$ cat src/design/aalo_pkg.sv
// shared constants, types and helpers for the accumulator add and logic datapath
package aalo_pkg;

  localparam int          DATA_W        = 8;
  localparam int          AXI_AW        = 8;
  localparam int          MEM_AW        = 8;

  // register byte offsets on the AXI4-Lite slave
  localparam logic [7:0]  OFF_ACC       = 8'h00;
  localparam logic [7:0]  OFF_FLAGS     = 8'h04;
  localparam logic [7:0]  OFF_MEM_ADDR  = 8'h08;
  localparam logic [7:0]  OFF_MEM_DATA  = 8'h0C;

  // flag bit positions in the flags register
  localparam int          FLAG_C_POS    = 0;
  localparam int          FLAG_AC_POS   = 1;
  localparam int          FLAG_Z_POS    = 2;
  localparam int          FLAG_OV_POS   = 3;
  localparam int          FLAG_SC_POS   = 4;
  localparam int          FLAG_W        = 5;

  // reset values
  localparam logic [7:0]  ACC_RST       = 8'h00;
  localparam logic [4:0]  FLAGS_RST     = 5'h00;
  localparam logic [7:0]  MEM_ADDR_RST  = 8'h00;

  // bus answers
  localparam logic [1:0]  RESP_OKAY     = 2'h0;
  localparam logic [1:0]  RESP_SLVERR   = 2'h2;

  // instruction codes from the decoder
  typedef enum logic [1:0] {
    OP_ADD_ACC_INTO_MEMORY        = 2'h0,
    OP_AND_MEM_INTO_ACC           = 2'h1,
    OP_AND_IMM_INTO_ACC           = 2'h2,
    OP_BITWISE_CONJ_ACC_INTO_MEM  = 2'h3
  } aalo_op_e;

  // register select produced by the address decoder
  typedef enum logic [3:0] {
    SEL_ACC      = 4'h1,
    SEL_FLAGS    = 4'h2,
    SEL_MEM_ADDR = 4'h4,
    SEL_MEM_DATA = 4'h8,
    SEL_NONE     = 4'h0
  } aalo_sel_e;

  // instruction handed over by the decoder, one cycle per valid
  typedef struct packed {
    logic               valid;
    aalo_op_e           op;
    logic [MEM_AW-1:0]  addr;
    logic [DATA_W-1:0]  imm;
  } aalo_instr_s;

  // status flags as a bundle
  typedef struct packed {
    logic signed_compare_flag;
    logic overflow_flag;
    logic zero_flag;
    logic aux_carry_flag;
    logic carry_flag;
  } aalo_flags_s;

  // true when an eight-bit result is all zeros
  function automatic logic aalo_is_zero(input logic [DATA_W-1:0] value);
    aalo_is_zero = (value == 8'h00);
  endfunction : aalo_is_zero

  // maps a byte address onto one register select
  function automatic aalo_sel_e aalo_decode(input logic [AXI_AW-1:0] addr);
    if (addr == OFF_ACC) begin
      aalo_decode = SEL_ACC;
    end else if (addr == OFF_FLAGS) begin
      aalo_decode = SEL_FLAGS;
    end else if (addr == OFF_MEM_ADDR) begin
      aalo_decode = SEL_MEM_ADDR;
    end else if (addr == OFF_MEM_DATA) begin
      aalo_decode = SEL_MEM_DATA;
    end else begin
      aalo_decode = SEL_NONE;
    end
  endfunction : aalo_decode

endpackage : aalo_pkg

$ cat src/design/aalo_alu.sv
// combinational add and bitwise-and unit with flag generation
`timescale 1ns/1ns
module aalo_alu
  import aalo_pkg::*;
(
  input  wire aalo_op_e           op_in,
  input  wire logic [DATA_W-1:0]  acc_in,
  input  wire logic [DATA_W-1:0]  mem_in,
  input  wire logic [DATA_W-1:0]  imm_in,
  input  wire aalo_flags_s        flags_in,
  output aalo_flags_s             flags_out,
  output logic [DATA_W-1:0]       result_out,
  output logic                    to_memory_out
);

  logic [DATA_W:0]   sum9;
  logic [4:0]        low5;
  logic              carry_into_msb;
  logic              ov;

  // adder with nibble and sign-bit carries
  always_comb begin
    sum9           = {1'b0, acc_in} + {1'b0, mem_in};
    low5           = {1'b0, acc_in[3:0]} + {1'b0, mem_in[3:0]};
    carry_into_msb = acc_in[7] ^ mem_in[7] ^ sum9[7];
    ov             = carry_into_msb ^ sum9[DATA_W];
  end

  // result select and flag update per instruction
  always_comb begin
    flags_out     = flags_in;
    result_out    = acc_in & mem_in;
    to_memory_out = 1'b0;
    case (op_in)
      OP_ADD_ACC_INTO_MEMORY: begin
        result_out                    = sum9[DATA_W-1:0];
        to_memory_out                 = 1'b1;
        flags_out.carry_flag          = sum9[DATA_W];
        flags_out.aux_carry_flag      = low5[4];
        flags_out.overflow_flag       = ov;
        flags_out.signed_compare_flag = ov ^ sum9[7];
        flags_out.zero_flag           = aalo_is_zero(sum9[DATA_W-1:0]);
      end
      OP_AND_MEM_INTO_ACC: begin
        result_out          = acc_in & mem_in;
        flags_out.zero_flag = aalo_is_zero(acc_in & mem_in);
      end
      OP_AND_IMM_INTO_ACC: begin
        result_out          = acc_in & imm_in;
        flags_out.zero_flag = aalo_is_zero(acc_in & imm_in);
      end
      OP_BITWISE_CONJ_ACC_INTO_MEM: begin
        result_out          = acc_in & mem_in;
        to_memory_out       = 1'b1;
        flags_out.zero_flag = aalo_is_zero(acc_in & mem_in);
      end
      default: begin
        result_out = acc_in;
      end
    endcase
  end

endmodule : aalo_alu

$ cat src/design/aalo_datapath.sv
// accumulator datapath: data memory, accumulator, flags and AXI4-Lite register slave
//
// Behaviour
// - add-to-memory sums accumulator and addressed byte and updates overflow, zero, aux carry, carry, signed compare.
// - add-to-memory writes the sum back to the addressed byte and leaves the accumulator alone.
// - the memory-operand and forms accumulator and addressed byte and changes only the zero flag.
// - both and forms that target the accumulator write it and leave data memory untouched.
// - the immediate and forms accumulator and instruction constant and changes only the zero flag.
// - and-to-memory forms accumulator and addressed byte and writes it to the addressed byte.
`timescale 1ns/1ns
module aalo_datapath
  import aalo_pkg::*;
#(
  parameter int MEM_DEPTH = 256
)(
  input  wire logic               clk_sys_in,
  input  wire logic               rst_in,
  // decoder side
  input  wire aalo_instr_s        instr_in,
  output logic                    done_out,
  output logic [DATA_W-1:0]       result_out,
  output logic [DATA_W-1:0]       acc_out,
  output aalo_flags_s             flags_out,
  // AXI4-Lite slave
  input  wire logic [AXI_AW-1:0]  s_axi_awaddr_in,
  input  wire logic               s_axi_awvalid_in,
  output logic                    s_axi_awready_out,
  input  wire logic [31:0]        s_axi_wdata_in,
  input  wire logic [3:0]         s_axi_wstrb_in,
  input  wire logic               s_axi_wvalid_in,
  output logic                    s_axi_wready_out,
  output logic [1:0]              s_axi_bresp_out,
  output logic                    s_axi_bvalid_out,
  input  wire logic               s_axi_bready_in,
  input  wire logic [AXI_AW-1:0]  s_axi_araddr_in,
  input  wire logic               s_axi_arvalid_in,
  output logic                    s_axi_arready_out,
  output logic [31:0]             s_axi_rdata_out,
  output logic [1:0]              s_axi_rresp_out,
  output logic                    s_axi_rvalid_out,
  input  wire logic               s_axi_rready_in
);

  typedef enum logic [1:0] {
    BUS_IDLE = 2'h1,
    BUS_RESP = 2'h2
  } aalo_bus_e;

  ////////////////////////////////////////////////////////////////////////////
  // storage

  logic [DATA_W-1:0]  data_mem [MEM_DEPTH];
  logic [DATA_W-1:0]  accumulator_reg;
  logic [DATA_W-1:0]  accumulator_next;
  aalo_flags_s        flags_reg;
  aalo_flags_s        flags_next;
  logic [MEM_AW-1:0]  mem_addr_reg;
  logic [MEM_AW-1:0]  mem_addr_next;
  logic               done_reg;
  logic               done_next;
  logic [DATA_W-1:0]  result_reg;
  logic [DATA_W-1:0]  result_next;
  logic               mem_we;
  logic [MEM_AW-1:0]  mem_wa;
  logic [DATA_W-1:0]  mem_wd;

  ////////////////////////////////////////////////////////////////////////////
  // alu

  aalo_flags_s        alu_flags;
  logic [DATA_W-1:0]  alu_result;
  logic               alu_to_mem;
  logic [DATA_W-1:0]  operand_byte;

  // asynchronous read so the instruction completes in its own cycle
  assign operand_byte = data_mem[instr_in.addr];

  aalo_alu u_alu (
    .op_in         (instr_in.op),
    .acc_in        (accumulator_reg),
    .mem_in        (operand_byte),
    .imm_in        (instr_in.imm),
    .flags_in      (flags_reg),
    .flags_out     (alu_flags),
    .result_out    (alu_result),
    .to_memory_out (alu_to_mem)
  );

  ////////////////////////////////////////////////////////////////////////////
  // AXI write channel state

  aalo_bus_e          wr_state_reg;
  aalo_bus_e          wr_state_next;
  logic               aw_have_reg;
  logic               aw_have_next;
  logic [AXI_AW-1:0]  awaddr_reg;
  logic [AXI_AW-1:0]  awaddr_next;
  logic               w_have_reg;
  logic               w_have_next;
  logic [DATA_W-1:0]  wdata_reg;
  logic [DATA_W-1:0]  wdata_next;
  logic               wstrb0_reg;
  logic               wstrb0_next;
  logic [1:0]         bresp_reg;
  logic [1:0]         bresp_next;
  logic               wr_go;
  aalo_sel_e          wr_sel;

  // a register write waits while the decoder issues, so instructions never lose a cycle
  assign wr_go  = aw_have_reg && w_have_reg && (wr_state_reg == BUS_IDLE) && !instr_in.valid;
  assign wr_sel = aalo_decode(awaddr_reg);

  assign s_axi_awready_out = !aw_have_reg && (wr_state_reg == BUS_IDLE);
  assign s_axi_wready_out  = !w_have_reg && (wr_state_reg == BUS_IDLE);
  assign s_axi_bvalid_out  = (wr_state_reg == BUS_RESP);
  assign s_axi_bresp_out   = bresp_reg;

  // address and data are captured in either order, the response follows both
  always_comb begin
    wr_state_next = wr_state_reg;
    aw_have_next  = aw_have_reg;
    awaddr_next   = awaddr_reg;
    w_have_next   = w_have_reg;
    wdata_next    = wdata_reg;
    wstrb0_next   = wstrb0_reg;
    bresp_next    = bresp_reg;
    if (s_axi_awvalid_in && s_axi_awready_out) begin
      aw_have_next = 1'b1;
      awaddr_next  = s_axi_awaddr_in;
    end
    if (s_axi_wvalid_in && s_axi_wready_out) begin
      w_have_next = 1'b1;
      wdata_next  = s_axi_wdata_in[DATA_W-1:0];
      wstrb0_next = s_axi_wstrb_in[0];
    end
    case (wr_state_reg)
      BUS_IDLE: begin
        if (wr_go) begin
          aw_have_next  = 1'b0;
          w_have_next   = 1'b0;
          bresp_next    = (wr_sel == SEL_NONE) ? RESP_SLVERR : RESP_OKAY;
          wr_state_next = BUS_RESP;
        end
      end
      BUS_RESP: begin
        if (s_axi_bready_in) begin
          wr_state_next = BUS_IDLE;
        end
      end
      default: begin
        wr_state_next = BUS_IDLE;
      end
    endcase
  end

  ////////////////////////////////////////////////////////////////////////////
  // AXI read channel state

  aalo_bus_e          rd_state_reg;
  aalo_bus_e          rd_state_next;
  logic [31:0]        rdata_reg;
  logic [31:0]        rdata_next;
  logic [1:0]         rresp_reg;
  logic [1:0]         rresp_next;
  aalo_sel_e          rd_sel;

  assign rd_sel            = aalo_decode(s_axi_araddr_in);
  assign s_axi_arready_out = (rd_state_reg == BUS_IDLE);
  assign s_axi_rvalid_out  = (rd_state_reg == BUS_RESP);
  assign s_axi_rdata_out   = rdata_reg;
  assign s_axi_rresp_out   = rresp_reg;

  // read data is sampled when the address is taken; unused upper bits read zero
  always_comb begin
    rd_state_next = rd_state_reg;
    rdata_next    = rdata_reg;
    rresp_next    = rresp_reg;
    case (rd_state_reg)
      BUS_IDLE: begin
        if (s_axi_arvalid_in) begin
          rresp_next    = RESP_OKAY;
          rd_state_next = BUS_RESP;
          if (rd_sel == SEL_ACC) begin
            rdata_next = {24'h000000, accumulator_reg};
          end else if (rd_sel == SEL_FLAGS) begin
            rdata_next = {27'h0000000, flags_reg};
          end else if (rd_sel == SEL_MEM_ADDR) begin
            rdata_next = {24'h000000, mem_addr_reg};
          end else if (rd_sel == SEL_MEM_DATA) begin
            rdata_next = {24'h000000, data_mem[mem_addr_reg]};
          end else begin
            rdata_next = 32'h00000000;
            rresp_next = RESP_SLVERR;
          end
        end
      end
      BUS_RESP: begin
        if (s_axi_rready_in) begin
          rd_state_next = BUS_IDLE;
        end
      end
      default: begin
        rd_state_next = BUS_IDLE;
      end
    endcase
  end

  ////////////////////////////////////////////////////////////////////////////
  // instruction execution and register writes

  // an instruction and a bus write never land in the same cycle, see wr_go
  always_comb begin
    accumulator_next = accumulator_reg;
    flags_next       = flags_reg;
    mem_addr_next    = mem_addr_reg;
    done_next        = 1'b0;
    result_next      = result_reg;
    mem_we           = 1'b0;
    mem_wa           = instr_in.addr;
    mem_wd           = alu_result;
    if (instr_in.valid) begin
      done_next   = 1'b1;
      result_next = alu_result;
      flags_next  = alu_flags;
      if (alu_to_mem) begin
        mem_we = 1'b1;
      end else begin
        accumulator_next = alu_result;
      end
    end else if (wr_go && wstrb0_reg) begin
      if (wr_sel == SEL_ACC) begin
        accumulator_next = wdata_reg;
      end else if (wr_sel == SEL_FLAGS) begin
        flags_next = wdata_reg[FLAG_W-1:0];
      end else if (wr_sel == SEL_MEM_ADDR) begin
        mem_addr_next = wdata_reg;
      end else if (wr_sel == SEL_MEM_DATA) begin
        mem_we = 1'b1;
        mem_wa = mem_addr_reg;
        mem_wd = wdata_reg;
      end
    end
  end

  assign done_out   = done_reg;
  assign result_out = result_reg;
  assign acc_out    = accumulator_reg;
  assign flags_out  = flags_reg;

  ////////////////////////////////////////////////////////////////////////////
  // registers

  // memory content has no reset; software loads it before use
  always_ff @(posedge clk_sys_in) begin
    if (mem_we) begin
      data_mem[mem_wa] <= mem_wd;
    end
  end

  always_ff @(posedge clk_sys_in) begin
    if (rst_in) begin
      accumulator_reg <= ACC_RST;
      flags_reg       <= FLAGS_RST;
      mem_addr_reg    <= MEM_ADDR_RST;
      done_reg        <= 1'b0;
      result_reg      <= 8'h00;
      wr_state_reg    <= BUS_IDLE;
      aw_have_reg     <= 1'b0;
      awaddr_reg      <= 8'h00;
      w_have_reg      <= 1'b0;
      wdata_reg       <= 8'h00;
      wstrb0_reg      <= 1'b0;
      bresp_reg       <= RESP_OKAY;
      rd_state_reg    <= BUS_IDLE;
      rdata_reg       <= 32'h00000000;
      rresp_reg       <= RESP_OKAY;
    end else begin
      accumulator_reg <= accumulator_next;
      flags_reg       <= flags_next;
      mem_addr_reg    <= mem_addr_next;
      done_reg        <= done_next;
      result_reg      <= result_next;
      wr_state_reg    <= wr_state_next;
      aw_have_reg     <= aw_have_next;
      awaddr_reg      <= awaddr_next;
      w_have_reg      <= w_have_next;
      wdata_reg       <= wdata_next;
      wstrb0_reg      <= wstrb0_next;
      bresp_reg       <= bresp_next;
      rd_state_reg    <= rd_state_next;
      rdata_reg       <= rdata_next;
      rresp_reg       <= rresp_next;
    end
  end

endmodule : aalo_datapath

$ cat config.mk
export PLATFORM = sky130hd
export DESIGN_NAME = aalo_datapath
export DESIGN_NICKNAME = d
export VERILOG_FILES = /design/src/design/aalo_pkg.sv /design/src/design/aalo_alu.sv /design/src/design/aalo_datapath.sv
export SDC_FILE = /design/constraint.sdc
export NUM_CORES = 2
export LEC_CHECK = 0
export BUFFER_PORTS_ARGS = -buffer_cell sky130_fd_sc_hd__buf_2
export CAP_MARGIN = 20
export CORE_UTILIZATION = 45
export CTS_CLUSTER_SIZE = 25
export DETAILED_ROUTE_END_ITERATION = 10
export PLACE_DENSITY = 0.67
export SKIP_CTS_REPAIR_TIMING = 1
export SLEW_MARGIN = 0
export SYNTH_ARGS = -nofsm -noshare
export SYNTH_HDL_FRONTEND = slang
export SYNTH_SLANG_ARGS = --single-unit
$ cat constraint.sdc
create_clock -name clk_sys_in -period 11.25 [get_ports clk_sys_in]
set_input_delay 1.125 -clock clk_sys_in [delete_from_list [all_inputs] [get_ports clk_sys_in]]
set_output_delay 1.125 -clock clk_sys_in [all_outputs]
set_load 0.05 [all_outputs]
# ---- After elaboration in Yosys (flattened, before gate mapping)
# Memory sizes are Yosys's and may differ from the RTL's. A register that Yosys moved wholly into a read port is not among the register bits.
# Cells that the tools add are included.
dict set report op_classes {
  addsub 2
  mul 0
  n_div 0
  n_lt_le_gt_ge 0
  n_eq_ne 28
  shift 0
  muxes 66
  bitwise 9
  reduce_logical 31
}
# operator n
set op_table {}
lappend op_table {{$mux 8} 22}
lappend op_table {{$logic_not 8->1} 5}
lappend op_table {{$eq 8x4->1 const B} 4}
lappend op_table {{$mux 4} 8}
lappend op_table {{$pmux 8 s3} 1}
lappend op_table {{$mux 2} 11}
lappend op_table {{$mux 5} 4}
lappend op_table {{$mux 1} 17}
lappend op_table {{$and 8x8->8} 2}
lappend op_table {{$eq 8x3->1 const B} 2}
lappend op_table {{$add 8x8->9} 1}
lappend op_table {{$eq 2x2->1 const B} 4}
lappend op_table {{$eq 4x1->1 const B} 2}
lappend op_table {{$eq 4x2->1 const B} 2}
lappend op_table {{$eq 4x3->1 const B} 2}
lappend op_table {{$eq 4x4->1 const B} 2}
lappend op_table {{$logic_and 1x1->1} 8}
lappend op_table {{$ne 2x2->1 const B} 4}
lappend op_table {{$pmux 2 s2} 2}
lappend op_table {{$reduce_and 2->1} 4}
lappend op_table {{$eq 2x1->1 const B} 3}
lappend op_table {{$ne 2x1->1 const B} 3}
lappend op_table {{$reduce_and 3->1} 2}
lappend op_table {{$reduce_bool 2->1} 3}
lappend op_table {{other kinds (10)} 18}
dict set report totals {
  ff_bits 89
  latchBits 0
  ram_bits 2048
  rom_bits 0
  inputBits 78
  output_inout_bits 63
  wordCells 156
  n_memories 1
}
# name words width read_ports rd_ports_with_merged_regs write_ports line_no
set mem_list {}
lappend mem_list {data_mem 256 8 2 1 1 aalo_datapath.sv:52} ;# logic [DATA_W-1:0] data_mem [MEM_DEPTH];

# ---- Logic depth before layout (Yosys ltp)
dict set report depth {
  depth_word 14
  ltp_mapped 19
  depth_no_buf 16
}

# ---- Modules after synthesis
# From an unflattened synthesis, not the netlist that was laid out.
dict set report hier_totals {
  cells_unflattened 5222
  hier_area_um2 99630.6
}
# module n_inst cells_per_inst area_per_inst_um2 seq_area_each_um2
set modules_own_cells {}
lappend modules_own_cells {aalo_datapath 1 5113 98846.1 62920.3}
lappend modules_own_cells {aalo_alu 1 109 784.5 0.0}

# ---- Least setup slack after synthesis
# Ideal clock, no wire load.
dict set report synth_timing {
  path_type {input-to-reg}
  start {input port instr_in[8] (netlist bit)}
  end {memory data_mem[0][6], data pin}
  setup_time_ps 824
  arrival_time_ps 8164
  t_required_ps 10426
  slack_ps 2261
  stages 18
  n_path_buf 3
  cell_sequence {clkbuf_1 buf_2 buf_2 mux4_2 mux4_2 a221oi_1 o22ai_1 a211o_1 ha_1 fa_1 a21o_1 a21oi_1 o21bai_1 a21oi_1 xnor2_1 a21oi_1 nand2_1 nand2_1}
}
dict set report synth_between {
  elab_chain_cells 9
  word_cells_on_any_way 10
  cone_classes {1 x add/sub; 7 x mux; 1 x bitwise; 1 x memory}
}
# item line_no
set synth_lines {}
lappend synth_lines {{start: declaration} aalo_datapath.sv:19} ;# input wire aalo_instr_s instr_in,
lappend synth_lines {{$mem_v2 256x8 *} --}
lappend synth_lines {{$add 8x8->9 / $and 8x8->8 (equally long branches)} --}
lappend synth_lines {{$pmux 8 s3 *} aalo_alu.sv:34} ;# case (op_in)
lappend synth_lines {{$mux 8} aalo_datapath.sv:237} ;# end else if (wr_sel == SEL_MEM_DATA) begin
lappend synth_lines {{$mux 8} aalo_datapath.sv:235} ;# end else if (wr_sel == SEL_MEM_ADDR) begin
lappend synth_lines {{$mux 8} aalo_datapath.sv:233} ;# end else if (wr_sel == SEL_FLAGS) begin
lappend synth_lines {{$mux 8} aalo_datapath.sv:231} ;# if (wr_sel == SEL_ACC) begin
lappend synth_lines {{$mux 8} aalo_datapath.sv:230} ;# end else if (wr_go && wstrb0_reg) begin
lappend synth_lines {{$mux 8 *} aalo_datapath.sv:221} ;# if (instr_in.valid) begin
lappend synth_lines {{named net mem_wd[6]} aalo_datapath.sv:65} ;# logic [DATA_W-1:0] mem_wd;
lappend synth_lines {{end: declaration} aalo_datapath.sv:52}
# The timed path passes the listed nets; every way through them passes the cells marked *.

# ---- Worst setup path in the final report
dict set report layout_timing {
  start {input port instr_in[8] (netlist bit)}
  end {memory data_mem[230][6], data pin}
}
# Same word-level chain as after synthesis.

==> flow_summary_export.csv <==
group,metric,value,unit
status,status,"finished, final reports clean",
detailed_routing,num_vias,57600,
synth,async_flop_share,0,%
grt,groute.layer.met2.usage,41.8,%
timing,fin_crit_sh,71.1,%
layout,regMostFlops,"data_mem",
setup_path,setup.worst_path.start_class,"input pin",
grt,antenna_found_initial,14,
detailed_routing,initialDrtViolationCount,9439,
setup_path,critPathCaptureType,"register",
power_and_ir_drop,p_leak,33.6,nW
layout,mostFrequentLayoutCells,"2048 x edfxtp_1, 1148 x mux4_2, 333 x nor2_1",
timing,setup_ws,3250,ps
clock_tree,path_clk_slew,60,ps
timing,finalCriticalPeriod,8000,ps
timing,fin_skew,83.3,ps
power_and_ir_drop,p_int,13.2,mW
clock_tree,clkSinkCount,2119,
floorplan,die-area,0.223,mm²
layout,areaGrowthSynthToFinish,10.9,%
clock_tree,clockBufferDepth,3,
clock_tree,cts_buffers,212,
timing,maxSlewViolCount,0,
timing,max_slew_margin,9.21,%
layout,nNetsFinal,5278,
timing,tns,0,ps
detailed_routing,drt-total-wl,317000,µm
synth,ys_ff_latch,2119,
placed_design,dp_hpwl,206000,µm
grt,overflow,0,
detailed_routing,firstDrtPassIters,8,
layout,postLayoutCoreUtil,50.2,%
floorplan,io_pins,141,
run,max-cap-violations,0,
floorplan,core,0.220,mm²
power_and_ir_drop,p_per_area,155,mW/mm²
clock_tree,cts_tree,"yes",
synth,yosysSeqAreaShare,63.3,%
power_and_ir_drop,vdd_ir_drop_max,189,µV
detailed_routing,wl_per_cell,38.4,µm
power_and_ir_drop,p_sw_share,22.8,%
power_and_ir_drop,power_frac_comb,6.1,%
timing,max_slew.worst_pin.slew,1350,ps
layout,final_common_cell,"edfxtp_1",
synth,synthFlopType,"edfxtp_1",
synth,synth_edf_count,2048,
placed_design,port_buffers,87,
layout,largest_reg_flops,2048,
power_and_ir_drop,p_sw,3.90,mW
power_and_ir_drop,seq_power_share,51.5,%
grt,grt_start_max_net_pins,161,
timing,rsz0062_at_grt,"no",
grt,grt_use_met1,38.6,%
layout,drive_above_1_share,33.5,%
detailed_routing,ant_nets,0,
setup_path,cp.arrival,8540,ps
synth,ys_types,72,
floorplan,floorplan.initialDensity,45.3,%
synth,syn_area,0.0994,mm²
setup_path,crit_fanout,111,
placed_design,gp_congestion,0.984,
grt,grt.busiest_layer,"met2",
synth,yosysWarnings,0,
hold_path,hold_path_class,"register to register",
floorplan,die_h,472,µm
grt,grt_util_all_layers,28.5,%
setup_path,worstPathRequired,11790,ps
grt,grt_pass1_wl,444000,µm
floorplan,rows,172,
clock_tree,h-tree-depth,4,
timing,fmax,125,MHz
detailed_routing,via_per_inst,6.98,
timing,setup_viol,0,
power_and_ir_drop,pwr-share-clk,42.5,%
synth,synthCells,5104,
placed_design,dp_slack,2780,ps
setup_path,crit_type,"input pin to register",
grt,gr-usage-met3,7.94,%
clock_tree,clock_latency,910,ps
floorplan,die-width,472,µm
timing,hold_viol,0,
grt,first_global_vias,56500,
synth,avgSynthCellArea,19.5,µm²
clock_tree,clockRootBuffer,"clkbuf_16",
detailed_routing,drc,0,
[synthesized netlist by cell type, drive strengths merged, types with 14 or more instances]
cell type | count | area share (%)
edfxtp | 2048 | 62
a21oi | 90 | 0.45
a22o | 31 | 0.27
dfxtp | 71 | 1.4
a22oi | 81 | 0.61
mux2 | 18 | 0.20
nand2b | 25 | 0.16
o21ai | 46 | 0.23
o22ai | 59 | 0.37
a221oi | 32 | 0.28
mux2i | 110 | 1.1
a31oi | 17 | 0.11
nor2 | 339 | 1.3
mux4 | 1148 | 26
nor3 | 32 | 0.17
inv | 14 | 0.053
a211oi | 29 | 0.22
clkbuf | 186 | 0.70
nand2 | 204 | 0.77
nor4 | 14 | 0.088
and2 | 18 | 0.11
nand3 | 55 | 0.28
nor2b | 31 | 0.20
a311oi | 14 | 0.12
buf | 239 | 1.6
[power groups by stage]
stage	Clock, mW	Combinational [mW]	Sequential, mW
after floorplan	0	0.620	9.07
after global placement	0	0.992	8.98
after detailed placement	0	1.01	8.98
after CTS	7.32	1.01	8.81
after global routing	7.59	1.07	8.81
final	7.28	1.04	8.81
[critical path, stage by stage]
cell      delay (ps)
buf_8            590
buf_12           550
mux4_2           630
mux4_2           530
a22o_1           210
a221oi_1         810
o22ai_1          610
a211o_1          460
ha_1             340
a21o_1           190
a21oi_1          260
o21bai_1         100
a21oi_1          270
xnor2_1          130
a21oi_1          230
nand2_1          130
nand2_4          630
buf_12           380
[metrics by stage]
step                cell area [µm²]  total power, mW  std cells  hold WS (ps)
global placement             103000             9.97       7811           445
floorplan                     99500             9.69       5129           436
global route                 110000             17.5       8247           473
detailed placement           103000             9.99       7830           447
finish                       110000             17.1       8249           456
CTS                          110000             17.1       8231           430
[metal layers]
layer  share of wire (%)  vias to the layer above
met4                 6.2                       12
li1                    -                    22100
met3                  13                      785
met1                  36                    30600
met5               0.025                        -
met2                  45                     4168
[path summary, 6_finish.rpt]
check | depth (start not counted) | start | slack, ps | to
min reg2reg | 2 | awaddr_reg[7] | 460 | awaddr_reg[7]
max | 18 | instr_in[8] | 3250 | data_mem[230][6]
max reg2reg | 16 | data_mem[119][2] | 4420 | data_mem[230][6]
min | 2 | awaddr_reg[7] | 460 | awaddr_reg[7]
[area by class of cell]
| type | count | area, µm² |
|---|---|---|
| sequential | 2119 | 62900 |
| inverter | 15 | 57.6 |
| clock inverter | 153 | 1640 |
| fill | 17300 | 109000 |
| timing repair buffer | 269 | 2220 |
| clock buffer | 248 | 5470 |
| tap | 2871 | 3590 |
| multi-input combinational | 2570 | 34400 |
| antenna | 4 | 10.0 |
[logic make-up (layout without fill, tap and decap cells)]
| group | Yosys count | count (layout) | share of synthesized area [%] |
|---|---|---|---|
| adder cells (fa/ha/maj) | 13 | 13 | 0.171 |
| flip-flops | 2119 | 2119 | 63.3 |
| AO/OA/AOI/OAI | 487 | 487 | 3.45 |
| XOR/XNOR | 7 | 7 | 0.0617 |
| AND/OR/NAND/NOR | 761 | 761 | 3.34 |
| buffers and inverters | 440 | 685 | 2.36 |
| other | 1 | 30 | 0.00377 |
| multiplexers | 1276 | 1276 | 27.3 |
No activity file was read; power rests on OpenSTA's default activity.
